## config.mk

```make
export PLATFORM = sky130hd
export DESIGN_NAME = nab_host
export DESIGN_NICKNAME = d
export VERILOG_FILES = /design/src/nab_pkg.sv /design/src/nab_fifo.sv /design/src/nab_host.sv
export VERILOG_INCLUDE_DIRS = /design/src
export SDC_FILE = /design/constraint.sdc
export NUM_CORES = 1
export LEC_CHECK = 0
export BUFFER_PORTS_ARGS = -buffer_cell sky130_fd_sc_hd__buf_2
export CAP_MARGIN = 10
export CORE_MARGIN = 2
export CORE_UTILIZATION = 40
export DETAILED_ROUTE_END_ITERATION = 8
export PLACE_DENSITY = 0.7
export REMOVE_ABC_BUFFERS = 1
export SYNTH_ARGS = -nofsm -noshare
export SYNTH_HDL_FRONTEND = slang
export SYNTH_HIERARCHICAL = 1
export SYNTH_SLANG_ARGS = --single-unit
```

## constraint.sdc

```tcl
create_clock -name clk -period 4 [get_ports clk]
set_input_delay 0.2 -clock clk [delete_from_list [all_inputs] [get_ports clk]]
set_output_delay 0.2 -clock clk [all_outputs]
set_load 0.05 [all_outputs]
```

## src/nab_consts.svh

```systemverilog
// Timing counts, command codes and address masks for the NAND bus host.
// Assumes a single 250 MHz clock; every count is derived from a time in ns.
// Summary of operation
// - Capture on rise at 30ns, else next fall
// - Host issues 00h after 78h before reading
// - Host drives unused address bits low
// - die_pick_bit low unless two dies share
`ifndef NAB_CONSTS_SVH
`define NAB_CONSTS_SVH

`define NAB_CLK_NS          4
`define NAB_SETUP_NS        12
`define NAB_PULSE_LO_NS     15
`define NAB_PULSE_HI_NS     15
`define NAB_EDO_LIMIT_NS    30

`define NAB_SETUP_CYC       ((`NAB_SETUP_NS + `NAB_CLK_NS - 1) / `NAB_CLK_NS)
`define NAB_LO_CYC          ((`NAB_PULSE_LO_NS + `NAB_CLK_NS - 1) / `NAB_CLK_NS)
`define NAB_HI_CYC          ((`NAB_PULSE_HI_NS + `NAB_CLK_NS - 1) / `NAB_CLK_NS)
`define NAB_READ_PERIOD_NS  ((`NAB_LO_CYC + `NAB_HI_CYC) * `NAB_CLK_NS)
`define NAB_USE_EDO         (`NAB_READ_PERIOD_NS < `NAB_EDO_LIMIT_NS)
`define NAB_CAP_K           ((`NAB_USE_EDO) ? (`NAB_HI_CYC - 1) : 1)
`define NAB_CAP_PAST        (`NAB_CAP_K + 2)

`define NAB_CMD_READ_MODE   8'h00
`define NAB_CMD_STATUS_ENH  8'h78
`define NAB_ADDR2_MASK      8'h1F
`define NAB_ADDR5_MASK_DUAL 8'h0F
`define NAB_ADDR5_MASK_ONE  8'h07
`define NAB_TWO_DIES        1'b0

`define NAB_FIFO_WIDTH      8
`define NAB_FIFO_DEPTH      4

`endif

```

## src/nab_pkg.sv

```systemverilog
// Types used by the NAND bus host only; its read buffer keeps its own state type.
// Assumes nab_consts.svh supplies all numeric values.
package nab_pkg;

   typedef enum logic [2:0] {
      ST_IDLE  = 3'h0,
      ST_SETUP = 3'h1,
      ST_LO    = 3'h2,
      ST_HI    = 3'h3
   } nab_state_t;

   typedef enum logic [1:0] {
      OP_CMD  = 2'h0,
      OP_ADDR = 2'h1,
      OP_WR   = 2'h2,
      OP_RD   = 2'h3
   } nab_op_t;

   typedef struct packed {
      nab_state_t  st;
      nab_op_t     kind;
      logic [7:0]  byte_v;
      logic        tgt;
      logic [3:0]  cnt;
      logic [2:0]  aidx;
      logic        after78;
      logic        pend_rd;
      logic        ready;
      logic [7:0]  s1;
      logic [7:0]  s2;
      logic        b1;
      logic        b2;
      logic        busy;
      logic        sel0_n;
      logic        sel1_n;
      logic        cle;
      logic        ale;
      logic        wrp_n;
      logic        rdp_n;
      logic [7:0]  lanes;
      logic        oe;
      logic        lock_n;
      logic        push;
      logic [7:0]  pdata;
   } nab_host_st_t;

endpackage : nab_pkg

```

## src/nab_fifo.sv

```systemverilog
// Small valid/ready FIFO that buffers bytes read from the flash.
// Assumes depth is a power of two so the pointers wrap on their own.
module nab_fifo #(
   parameter int W = 8,
   parameter int D = 4
) (
   input  wire logic         clk,
   input  wire logic         rst,
   input  wire logic         in_valid,
   output logic              in_ready,
   input  wire logic [W-1:0] in_data,
   output logic              out_valid,
   input  wire logic         out_ready,
   output logic [W-1:0]      out_data
);
   localparam int AW = (D > 1) ? $clog2(D) : 1;

   typedef struct packed {
      logic [D-1:0][W-1:0] mem;
      logic [AW-1:0]       wp;
      logic [AW-1:0]       rp;
      logic [AW:0]         cnt;
      logic                full;
      logic                empty;
      logic                avail;
      logic [W-1:0]        head;
   } nab_fifo_st_t;

   nab_fifo_st_t r;
   nab_fifo_st_t n;
   logic         push;
   logic         pop;

   always_comb begin
      n    = r;
      push = in_valid && !r.full;
      pop  = out_ready && !r.empty;
      if (push) begin
         n.mem[r.wp] = in_data;
         n.wp        = AW'(r.wp + 1'b1);
      end
      if (pop) begin
         n.rp = AW'(r.rp + 1'b1);
      end
      n.cnt   = (AW+1)'(r.cnt + (AW+1)'(push) - (AW+1)'(pop));
      n.full  = (n.cnt == (AW+1)'(D));
      n.empty = (n.cnt == '0);
      // Head and valid are registered so the outputs come straight from flops
      n.avail = (n.cnt != '0);
      n.head  = n.mem[n.rp];
   end

   always_ff @(posedge clk) begin
      if (rst) begin
         r <= '{default: '0, empty: 1'b1};
      end else begin
         r <= n;
      end
   end

   assign in_ready  = !r.full;
   assign out_valid = r.avail;
   assign out_data  = r.head;

endmodule : nab_fifo

```

## src/nab_host.sv

```systemverilog
// Host controller for an asynchronous multiplexed NAND flash port.
// Assumes the flash pins are outside this clock domain; lanes and the
// done line are synchronised before use. One user operation, one bus cycle, except a read after 78h, which first issues 00h.
`include "nab_consts.svh"
module nab_host (
   input  wire logic       clk,
   input  wire logic       rst,
   input  wire logic       op_valid,
   output logic            op_ready,
   input  wire logic [1:0] op_kind,
   input  wire logic [7:0] op_byte,
   input  wire logic       op_target,
   output logic            rd_valid,
   input  wire logic       rd_ready,
   output logic [7:0]      rd_byte,
   input  wire logic       write_enable,
   output logic            target_busy,
   output logic            target_pick_n,
   output logic            second_target_select_n,
   output logic            cmd_phase_sel,
   output logic            addr_phase_sel,
   output logic            input_pulse_n,
   output logic            output_pulse_n,
   input  wire logic [7:0] io_lanes_in,
   output logic [7:0]      io_lanes_out,
   output logic            io_lanes_oe,
   output logic            program_lock_n,
   input  wire logic       done_line_n
);
   localparam nab_pkg::nab_host_st_t RST_ST = '{
      default: '0,
      st:      nab_pkg::ST_IDLE,
      kind:    nab_pkg::OP_CMD,
      ready:   1'b1,
      b1:      1'b1,
      b2:      1'b1,
      sel0_n:  1'b1,
      sel1_n:  1'b1,
      wrp_n:   1'b1,
      rdp_n:   1'b1
   };

   nab_pkg::nab_host_st_t r;
   nab_pkg::nab_host_st_t n;
   logic                  fifo_in_ready;

   // Clears lanes that lie outside the implemented address space
   function automatic logic [7:0] nab_mask_addr(input logic [2:0] idx, input logic [7:0] b);
      logic [7:0] m;
      m = 8'hFF;
      if (idx == 3'h1) begin
         m = `NAB_ADDR2_MASK;
      end else if (idx == 3'h4) begin
         m = `NAB_TWO_DIES ? `NAB_ADDR5_MASK_DUAL : `NAB_ADDR5_MASK_ONE;
      end
      return b & m;
   endfunction : nab_mask_addr

   always_comb begin
      n      = r;
      n.s1   = io_lanes_in;
      n.s2   = r.s1;
      n.b1   = done_line_n;
      n.b2   = r.b1;
      n.busy = ~r.b2;
      n.push = 1'b0;
      n.lock_n = write_enable;
      case (r.st)
         nab_pkg::ST_IDLE: begin
            if (op_valid && r.ready) begin
               n.ready  = 1'b0;
               n.tgt    = op_target;
               n.kind   = nab_pkg::nab_op_t'(op_kind);
               n.byte_v = op_byte;
               n.cnt    = 4'h0;
               n.st     = nab_pkg::ST_SETUP;
               // A read right after 78h first needs 00h to avoid contention
               if (op_kind == nab_pkg::OP_RD && r.after78) begin
                  n.kind    = nab_pkg::OP_CMD;
                  n.byte_v  = `NAB_CMD_READ_MODE;
                  n.pend_rd = 1'b1;
               end
            end
         end
         nab_pkg::ST_SETUP: begin
            n.sel0_n = r.tgt;
            n.sel1_n = ~r.tgt;
            n.cle    = (r.kind == nab_pkg::OP_CMD);
            n.ale    = (r.kind == nab_pkg::OP_ADDR);
            n.oe     = (r.kind != nab_pkg::OP_RD);
            n.lanes  = (r.kind == nab_pkg::OP_ADDR) ? nab_mask_addr(r.aidx, r.byte_v) : r.byte_v;
            if (r.cnt == 4'(`NAB_SETUP_CYC - 1)) begin
               // A read waits for buffer room so a captured byte is never lost
               if (r.kind != nab_pkg::OP_RD || fifo_in_ready) begin
                  n.cnt = 4'h0;
                  n.st  = nab_pkg::ST_LO;
                  if (r.kind == nab_pkg::OP_RD) begin
                     n.rdp_n = 1'b0;
                  end else begin
                     n.wrp_n = 1'b0;
                  end
               end
            end else begin
               n.cnt = 4'(r.cnt + 1'b1);
            end
         end
         nab_pkg::ST_LO: begin
            n.cnt = 4'(r.cnt + 1'b1);
            if (r.cnt == 4'(`NAB_LO_CYC - 1)) begin
               n.cnt   = 4'h0;
               n.st    = nab_pkg::ST_HI;
               n.wrp_n = 1'b1;
               n.rdp_n = 1'b1;
               if (r.kind == nab_pkg::OP_CMD) begin
                  n.aidx = 3'h0;
                  if (r.byte_v == `NAB_CMD_STATUS_ENH) begin
                     n.after78 = 1'b1;
                  end else if (r.byte_v == `NAB_CMD_READ_MODE) begin
                     n.after78 = 1'b0;
                  end
               end else if (r.kind == nab_pkg::OP_ADDR && r.aidx != 3'h7) begin
                  n.aidx = 3'(r.aidx + 1'b1);
               end
            end
         end
         nab_pkg::ST_HI: begin
            n.cnt = 4'(r.cnt + 1'b1);
            // Capture point moves to the next fall when the cycle is short
            if (r.kind == nab_pkg::OP_RD && r.cnt == 4'(`NAB_CAP_K)) begin
               n.push  = 1'b1;
               n.pdata = r.s2;
            end
            if (r.cnt == 4'(`NAB_HI_CYC - 1)) begin
               n.cnt = 4'h0;
               if (r.pend_rd) begin
                  n.pend_rd = 1'b0;
                  n.kind    = nab_pkg::OP_RD;
                  n.st      = nab_pkg::ST_SETUP;
               end else begin
                  n.st     = nab_pkg::ST_IDLE;
                  n.ready  = 1'b1;
                  n.sel0_n = 1'b1;
                  n.sel1_n = 1'b1;
                  n.cle    = 1'b0;
                  n.ale    = 1'b0;
                  n.oe     = 1'b0;
               end
            end
         end
         default: begin
            n = RST_ST;
         end
      endcase
   end

   always_ff @(posedge clk) begin
      if (rst) begin
         r <= RST_ST;
      end else begin
         r <= n;
      end
   end

   nab_fifo #(
      .W(`NAB_FIFO_WIDTH),
      .D(`NAB_FIFO_DEPTH)
   ) u_rd_fifo (
      .clk       (clk),
      .rst       (rst),
      .in_valid  (r.push),
      .in_ready  (fifo_in_ready),
      .in_data   (r.pdata),
      .out_valid (rd_valid),
      .out_ready (rd_ready),
      .out_data  (rd_byte)
   );

   assign op_ready               = r.ready;
   assign target_busy            = r.busy;
   assign target_pick_n          = r.sel0_n;
   assign second_target_select_n = r.sel1_n;
   assign cmd_phase_sel          = r.cle;
   assign addr_phase_sel         = r.ale;
   assign input_pulse_n          = r.wrp_n;
   assign output_pulse_n         = r.rdp_n;
   assign io_lanes_out           = r.lanes;
   assign io_lanes_oe            = r.oe;
   assign program_lock_n         = r.lock_n;
endmodule : nab_host

```

---- Word level (Yosys, flattened, before mapping) ----
Index checks and enable logic that the tools add are counted.
Widths: inputs -> output; s select.
cells by class
  bitwise gates (word level) .............. 10
  $add $sub $neg .......................... 6
  mux-type cells .......................... 53
  eq/ne operators ......................... 30
  magnitude comparators ................... 3
  reductions and logical operators ........ 36
operators with widths
  kind                count
  $mux 8              7
  $pmux 9 s2          2
  $mux 34             1
  $bwmux 32           1
  $ne 2x2->1 const B  13
  $mux 4              5
  $mux 18             1
  $pmux 2 s3          3
  $bmux 8 s2          1
  $demux 8 s2         1
  $pmux 4 s4          1
  $pmux 8 s2          1
  $reduce_and 4->1    4
  $mux 3              5
  $reduce_and 5->1    3
  $mux 2              7
  $ne 3x3->1 const B  4
  $pmux 3 s4          1
  $pmux 4 s3          1
  $reduce_or 3->1     4
  $mux 1              10
  $mux 10             1
  $mux 9              1
  $not 1->1           9
  30 further kinds    51
word-level totals
  register bits after elaboration ......... 118
  input bits .............................. 25

---- Longest topological paths before layout ----
Gate-level depths: netlist (run 1).
  word-level depth ........................ 8
  gate-level depth with buffers ........... 11
  gate-level depth less buffers ........... 10

---- By module ----
The synthesis (run 1) kept the hierarchy.
modules (own cells, without submodules)
  module    cells each  area each (µm²)  times used
  nab_host  313         2,860.2          1
  nab_fifo  254         2,193.4          1

---- Least setup slack after synthesis (run 1) ----
No wires, ideal clock.
  path type ............................... reg2reg
  start point ............................. reg u_rd_fifo/r[10] in the netlist's numbering
  end point ............................... reg u_rd_fifo/r[9] in the netlist's numbering
  library setup time ...................... 0.118 ns
  period minus slack after synthesis ...... 1.934 ns
  setup slack ............................. 2.066 ns
  stages on the path, launching flop included .. 11
  arrival time ............................ 1.816 ns
  buffers on the path ..................... 1
  path through ............................ dfxtp_1 > nor2b_4 > buf_6 > inv_1 > ha_1 > inv_1 > ha_1 > fa_1 > nor2_1 > o21ai_0 > inv_1
RTL lines
  what                      RTL line        source
  start: declaration        nab_fifo.sv:29  nab_fifo_st_t r;
  start signal: assignment  nab_fifo.sv:57  r <= n;

==> results.py, run 1 <==
metrics = {
    "run_status": {
        "outcome": "finished, final reports clean",
    },
    "yosys": {
        "synth_edf_count": 0,
        "synth_top_family_by_area": "simple AND/OR/NAND/NOR gates",
        "postSynthRegisterBits": 117,
        "post-synth-top-area-fraction_pct": 46.3,
        "ys_dominant_reg_cell": "dfxtp_1",
        "postSynthAreaPerCell_um2": 8.91,
        "fraction_of_synthesized_cell_area_in_xor_and_xnor_cells_pct": 0.867,
        "synth_compound_area_share_pct": 15.0,
        "postSynth.asyncResetShare_pct": 0,
        "syn_inst": 567,
        "synth.area.mux_share_pct": 3.57,
        "synth.most_common_cell": "dfxtp_1",
        "number_of_distinct_library_cells_after_synthesis": 56,
        "synth_simple_gate_area_share_pct": 22.0,
        "warnings_synthesis": 6,
        "netlist_area_um2": 5050,
        "yosysTopAreaCell": "dfxtp_1",
        "post_synthesis_sequential_area_ratio_pct": 46.3,
        "post_synth_main_area_contributors": "dfxtp_1 (46%), nand2_1 (6.3%), a21oi_1 (5.1%)",
        "yosys.area_share.adder_pct": 5.10,
        "yosys-top-cells-count": "dfxtp_1 (117), nand2_1 (85), a21oi_1 (51)",
    },
    "sta": {
        "timing.setup.tns_ps": 0,
        "max_slew_violation_total_from_the_final_report": 0,
        "maxClockFrequency_ghz": 0.474,
        "finalHoldViolations": 0,
        "finClkSkew_ps": 13.8,
        "worst_pin_slew_ps": 697,
        "final_critical_delay_including_setup_and_external_delays_ps": 2110,
        "worst_slew_margin_rel_pct": 53.3,
        "setup_viol": 0,
        "timing.final.crit_share_pct": 52.7,
        "rsz0062_at_grt": "no",
    },
    "global_routing": {
        "grt_start_max_net_pins": 40,
        "vias_in_the_first_global_route": 3742,
        "initial_antenna_violation_count": 1,
        "global_route_wire_length_before_repair_um": 17400,
        "gr_overflow_total": 0,
        "gr-usage-all-layers_pct": 16.4,
    },
    "clock_network": {
        "holdBufCountCts": 9,
        "clock-sinks": 117,
        "clock_latency_late_sink_ps": 410,
        "ctsHtreeMaxLevel": 4,
        "cts_setup_buffers": 0,
        "clockBufferDepth": 2,
        "cts_tree": "yes",
        "cts_resized": 0,
        "clk_transition_reported_paths_ps": 50,
        "cts_inserted_buffers": 17,
        "root_driver": "clkbuf_16",
    },
    "floorplanning": {
        "chipHeight_um": 116,
        "ios": 52,
        "fp-row-count": 41,
        "core_um2": 12500,
        "fp.dieArea_um2": 13500,
        "chipWidth_um": 116,
        "floorplan.initialDensity_pct": 40.5,
    },
    "setup_path": {
        "worst_setup_path_end_kind": "flip-flop",
        "worst-endpoint-required_ps": 4300,
        "worstSetupPathType": "reg2reg",
        "worst-endpoint-arrival_ps": 2410,
        "crit_path_start_kind": "flip-flop",
        "path_max_fanout": 12,
    },
    "drt": {
        "first_pass_iters": 5,
        "route.detailed.vias_per_inst": 5.07,
        "route.detailed.drc": 0,
        "detailroute.via_count": 4002,
        "antenna_violating_nets_post_route": 0,
        "detail_route.wirelength_um": 10500,
        "drtIter0Drc": 246,
        "wire_per_inst_um": 13.4,
    },
    "placed_design": {
        "placement.io_buffers": 51,
        "gp_routability_congestion": 0.854,
        "detailedPlacementHpwl_um": 7280,
        "cells_after_dpl": 747,
    },
    "power": {
        "p_sw_share_pct": 32.9,
        "power.density_cell_area_nw_per_um2": 676,
        "power.share.clock_pct": 38.0,
        "power_report.internal_total_mw": 2.70,
        "proportion_of_power_drawn_by_flip_flops_and_latches_pct": 34.7,
        "power.ir.vdd_worst_v": 0.000426,
        "final_total_pwr_mw": 4.03,
        "switchingPower_mw": 1.33,
        "comb_power_share_pct": 27.3,
        "static_leakage_nw": 2.43,
    },
    "final_layout": {
        "post_route_cells_drive_above_1_share_pct": 16.4,
        "final_cell_count_no_fill": 789,
        "finalNetCount": 648,
        "syn_to_final_growth_pct": 18.0,
    },
    "hold_path": {
        "worst_hold_path_type": "in2reg",
    },
    "run": {
        "cap_viol_max_count": 0,
    },
}
[per-layer routing]
layer	vias to the layer above	part of all wire, %	global-route usage [%]
met3	19	5.8	5.19
met1	1844	44	20.8
met5	-	0	0
li1	2010	-	-
met4	0	1.8	8.65
met2	129	48	25.1
[through the flow]
stage | area (um^2) | hold WS (ps) | worst slack [ps] | utilization (%)
floorplan | 4770 | 262 | 1810 | -
global placement | 5260 | 394 | 1990 | 42.2
detailed placement | 5260 | 390 | 1880 | 42.2
CTS | 5960 | 4.29 | 1880 | 47.8
global route | 5970 | 10.4 | 1730 | 47.9
finish | 5970 | 18.2 | 1890 | 47.9
[logic make-up after synthesis]
| kind of cell | count (synthesis) |
|---|---|
| and+or+nand+nor | 229 |
| DFF | 117 |
| AOI/OAI and AO/OA | 115 |
| buffers and inverters | 66 |
| adders and majority gates | 20 |
| muxes | 15 |
| xor gates and xnor gates | 5 |
[cells in the final DEF (no fill, tap or decap), types with 3 or more instances in the layout]
cell type        n
dfxtp_1        117
nand2_1         85
a21oi_1         51
buf_2           51
nor2_1          50
and2_1          22
inv_1           20
ha_1            19
clkbuf_16       17
o32ai_1         15
nand3_1         13
mux2i_1         11
nor3_1          10
or3_1           10
dlygate4sd3_1    9
a22oi_1          8
nand2b_1         8
o221ai_1         8
nor2b_1          8
o21ai_0          6
a211oi_1         5
clkbuf_8         5
o21bai_1         4
clkinvlp_4       4
nor4_1           3
a21o_1           3
o2bb2ai_1        3
o211ai_1         3
buf_4            3
xnor2_1          3
[power by group through the flow]
stage | registers [mW] | clock network (mW) | logic [mW]
6_report | 1.40 | 1.53 | 1.10
5_1_grt | 1.42 | 1.62 | 1.21
4_1_cts | 1.40 | 1.56 | 1.10
3_5_place_dp | 1.42 | 0 | 1.08
3_3_place_gp | 1.41 | 0 | 1.05
2_1_floorplan | 1.57 | 0 | 0.661
[state kept, by name, summed over array words and instances, names as in the netlist]
signal                  count
cmd_phase_sel               1
u_rd_fifo/r                41
addr_phase_sel              1
r                          49
io_lanes_out                8
u_rd_fifo/out_data          8
u_rd_fifo/out_valid         1
program_lock_n              1
target_pick_n               1
target_busy                 1
op_ready                    1
input_pulse_n               1
io_lanes_oe                 1
output_pulse_n              1
second_target_select_n      1
[final timing paths]
path	cells after the start	start	to	slack, ps
hold reg to reg	1	r[26]$_SDFF_PP1_	target_busy$_SDFF_PP0_	400
setup / recovery	9	u_rd_fifo/r[10]$_SDFF_PP0_	u_rd_fifo/r[9]$_SDFF_PP1_	1890
hold / removal	2	io_lanes_in[5]	r[41]$_SDFF_PP0_	20
setup reg to reg	9	u_rd_fifo/r[10]$_SDFF_PP0_	u_rd_fifo/r[9]$_SDFF_PP1_	1890
[worst max-delay path, cell delays in order (launching register included)]
cell	delay, ps
dfxtp_1	330
nor2b_4	250
inv_1	70
ha_1	280
inv_1	40
ha_1	180
fa_1	540
nor2_1	60
o21ai_0	190
inv_1	60
[cell type report]
class	count	area, um^2
antenna	1	2.50
fill	1167	6500
sequential	117	2340
clock buffer	22	494
timing repair buffer	63	368
clock inverter	10	118
multi-input combinational	384	2350
tap	172	215
inverter	20	75.1
Power figures use the tool's default switching activity.
==> inputs of run 2 (changes only) <==
--- a/config.mk
+++ b/config.mk
@@ -6,6 +6,7 @@
 export SDC_FILE = /design/constraint.sdc
 export NUM_CORES = 1
 export LEC_CHECK = 0
+export ABC_AREA = 1
 export BUFFER_PORTS_ARGS = -buffer_cell sky130_fd_sc_hd__buf_2
 export CAP_MARGIN = 10
 export CORE_MARGIN = 2
==> constraint.sdc (replaced) <==
create_clock -name clk -period 2.1 [get_ports clk]
set_input_delay 0.105 -clock clk [delete_from_list [all_inputs] [get_ports clk]]
set_output_delay 0.105 -clock clk [all_outputs]
set_load 0.05 [all_outputs]
==> run 2 against run 1 <==
  * Sequential power rose by 96%
  * Global-route usage rose by 0.89 points
  * First-iteration DRC count rose by 56%
  * Flip-flop and latch count did not move
  * Combinational power rose by 100%
  * Routed wire length rose by 11%
  * Clock-buffer cell count did not move
  * Worst setup slack got worse by 1700 ps
  * Non-clock buffer count rose by 18
  * Register-to-register slack got worse by 1700 ps
  * Total power rose by 98%
  * Cell count rose by 23%
  * Critical path type unchanged
  * Largest cell class unchanged
  * Largest power group unchanged
  * Highest routed layer unchanged
==> results.py, run 2 <==
metrics = {
    "final_layout": {
        "most-common-layout-cells": "nand2_1 (156), dfxtp_1 (116), inv_1 (98)",
        "registers.top_by_ff_count": "r",
        "final_common_cell": "nand2_1",
        "finalNetCount": 826,
        "post_route_cells_drive_above_1_share_pct": 17.4,
        "number_of_inserted_filler_cells_in_the_final_layout": 1295,
        "n_antenna_cell": 0,
        "postLayoutCellArea_um2": 6480,
        "syn_to_final_growth_pct": 21.1,
        "layout_top_registers": "r (49), u_rd_fifo/r (41)",
        "largest_register_ffs": 49,
    },
    "sta": {
        "rsz0062_at_grt": "no",
        "finClkSkew_ps": 8.60,
        "fin_ws_ps": 173,
        "worst_slew_margin_rel_pct": 58.6,
        "maxClockFrequency_ghz": 0.519,
        "timing.final.crit_share_pct": 91.8,
        "timing.setup.tns_ps": 0,
        "worst_pin_slew_ps": 620,
        "final_critical_delay_including_setup_and_external_delays_ps": 1930,
        "setup_viol": 0,
        "finalHoldViolations": 0,
        "max_slew_violation_total_from_the_final_report": 0,
    },
    "clock_network": {
        "cts_tree": "yes",
        "cts_inserted_buffers": 17,
        "clock-sinks": 117,
        "clock_latency_late_sink_ps": 410,
        "clk_transition_reported_paths_ps": 50,
        "clockBufferDepth": 2,
        "ctsHtreeMaxLevel": 4,
        "root_driver": "clkbuf_16",
    },
    "floorplanning": {
        "chipWidth_um": 120,
        "ios": 52,
        "fp-row-count": 42,
        "chipHeight_um": 120,
        "floorplan.initialDensity_pct": 40.7,
        "fp.dieArea_um2": 14300,
        "core_um2": 13100,
    },
    "power": {
        "proportion_of_power_drawn_by_flip_flops_and_latches_pct": 34.3,
        "p_sw_share_pct": 33.8,
        "power.ir.vdd_worst_v": 0.000844,
        "power_report.internal_total_mw": 5.28,
        "power.density_cell_area_nw_per_um2": 1230,
        "static_leakage_nw": 2.94,
        "power.share.clock_pct": 38.2,
        "comb_power_share_pct": 27.6,
        "final_total_pwr_mw": 7.99,
        "switchingPower_mw": 2.70,
    },
    "placed_design": {
        "gp_routability_congestion": 0.810,
        "detailedPlacementHpwl_um": 7910,
        "dp_worst_setup_slack_ps": 72.3,
        "post_dp_cell_area_um2": 5640,
        "placement.io_buffers": 51,
    },
    "drt": {
        "route.detailed.drc": 0,
        "wire_per_inst_um": 12.1,
        "drtIter0Drc": 384,
        "antenna_violating_nets_post_route": 0,
        "detail_route.wirelength_um": 11700,
        "route.detailed.vias_per_inst": 4.70,
        "first_pass_iters": 5,
        "detailroute.via_count": 4553,
    },
    "yosys": {
        "synth.most_common_cell": "nand2_1",
        "postSynthRegisterBits": 117,
        "postSynthAreaPerCell_um2": 7.42,
        "synth_simple_gate_area_share_pct": 29.9,
        "yosys-top-cells-count": "nand2_1 (158), dfxtp_1 (117), inv_1 (98)",
        "warnings_synthesis": 6,
        "fraction_of_synthesized_cell_area_in_xor_and_xnor_cells_pct": 0.327,
        "synth_top_family_by_area": "simple AND/OR/NAND/NOR gates",
        "number_of_distinct_library_cells_after_synthesis": 35,
        "yosys.area_share.adder_pct": 4.82,
        "ys_dominant_reg_cell": "dfxtp_1",
        "synth_compound_area_share_pct": 8.68,
        "postSynth.asyncResetShare_pct": 0,
        "yosysTopAreaCell": "dfxtp_1",
        "post_synth_main_area_contributors": "dfxtp_1 (44%), nand2_1 (11%), inv_1 (6.9%)",
        "netlist_area_um2": 5350,
        "post_synthesis_sequential_area_ratio_pct": 43.8,
        "synth.area.mux_share_pct": 0,
        "post-synth-top-area-fraction_pct": 43.8,
        "syn_inst": 721,
        "synth_edf_count": 0,
    },
    "setup_path": {
        "path_max_fanout": 2,
        "r2r_end": "u_rd_fifo/out_valid$_SDFF_PP0_",
        "regToRegSetupSlack_ps": 170,
        "crit_path_start_kind": "flip-flop",
        "r2r.worst_path.cells": 10,
        "critPathCapture": "u_rd_fifo/out_valid$_SDFF_PP0_",
        "worst-endpoint-required_ps": 2400,
        "worstSetupPathType": "reg2reg",
        "worstSetupStartpoint": "u_rd_fifo/r[10]$_SDFF_PP0_",
        "worstReg2RegStart": "u_rd_fifo/r[10]$_SDFF_PP0_",
        "worst-endpoint-arrival_ps": 2230,
        "worst_setup_path_end_kind": "flip-flop",
    },
    "global_routing": {
        "initial_antenna_violation_count": 0,
        "groute.layer.met2.usage_pct": 28.8,
        "global_route_wire_length_before_repair_um": 19900,
        "globalRouteMet1Util_pct": 21.3,
        "grt_use_met3_pct": 5.80,
        "most_used_routing_layer_in_global_routing": "met2",
        "grt_start_max_net_pins": 26,
        "gr-usage-all-layers_pct": 17.3,
        "gr_overflow_total": 0,
        "vias_in_the_first_global_route": 4281,
    },
    "hold_path": {
        "worst_hold_path_type": "in2reg",
    },
    "run_status": {
        "outcome": "finished, final reports clean",
    },
    "run": {
        "cap_viol_max_count": 0,
    },
}
-- run 2: through the flow --
step,instances,hold WS [ps],utilization (%)
floorplan,681,167,-
global placement,919,285,43.0
detailed placement,919,290,43.0
CTS,969,101,49.2
global route,969,103,49.3
finish,969,122,49.3
-- run 2: what timing repair did --
item / in CTS / in global routing
hold endpoints to repair: 19 / 0
resized for setup: 0 / 7
hold buffers: 19 / 0
endpoints found under the setup margin: 0 / 4
setup buffers: 0 / 0
-- run 2: worst max-delay path: stages, from the launching register on --
cell,delay [ps]
dfxtp_2,330
inv_2,60
nand2_2,50
ha_1,270
inv_1,40
ha_2,170
fa_2,370
xnor2_2,140
xor2_1,170
o21ai_1,170
inv_1,50
-- run 2: power by group through the flow --
stage / clock network, mW / registers [mW] / logic, mW
floorplan: 0 / 3.05 / 1.30
detailed placement: 0 / 2.78 / 2.13
global route: 3.22 / 2.78 / 2.46
global placement: 0 / 2.77 / 2.10
CTS: 3.10 / 2.73 / 2.17
finish: 3.05 / 2.74 / 2.20
-- run 2: per-layer routing --
metal	wire length (um)	up-vias
met2	5710	113
met4	112	0
met5	0	-
li1	-	2381
met1	5340	2046
met3	566	13
-- run 2: logic make-up after synthesis --
group,Yosys count
flops,117
compound gates,87
fa+ha+maj,20
xor+xnor,2
buf+inv,148
simple gates,347
-- run 2: area by class of cell --
type / instances / area [um^2] / area share, %
clock buffer: 22 / 474 / 7.32
clock inverter: 9 / 150 / 2.32
multi-input combinational: 456 / 2360 / 36.4
inverter: 108 / 405 / 6.26
tap: 176 / 220 / 3.40
sequential: 117 / 2340 / 36.2
timing repair buffer: 81 / 528 / 8.15
-- run 2: worst min-delay path by stage --
stage | start | endpoint | slack, ps | cells after the start
finish | rst | io_lanes_out[0]$_SDFFE_PP0N_ | 120 | 2
CTS | rst | io_lanes_out[0]$_SDFFE_PP0N_ | 100 | 2
global placement | done_line_n | r[27]$_SDFF_PP1_ | 280 | 2
global route | rst | r[62]$_SDFFE_PP0P_ | 100 | 2
detailed placement | done_line_n | r[27]$_SDFF_PP1_ | 290 | 2
floorplan | rst | u_rd_fifo/out_data[1]$_SDFF_PP0_ | 170 | 1
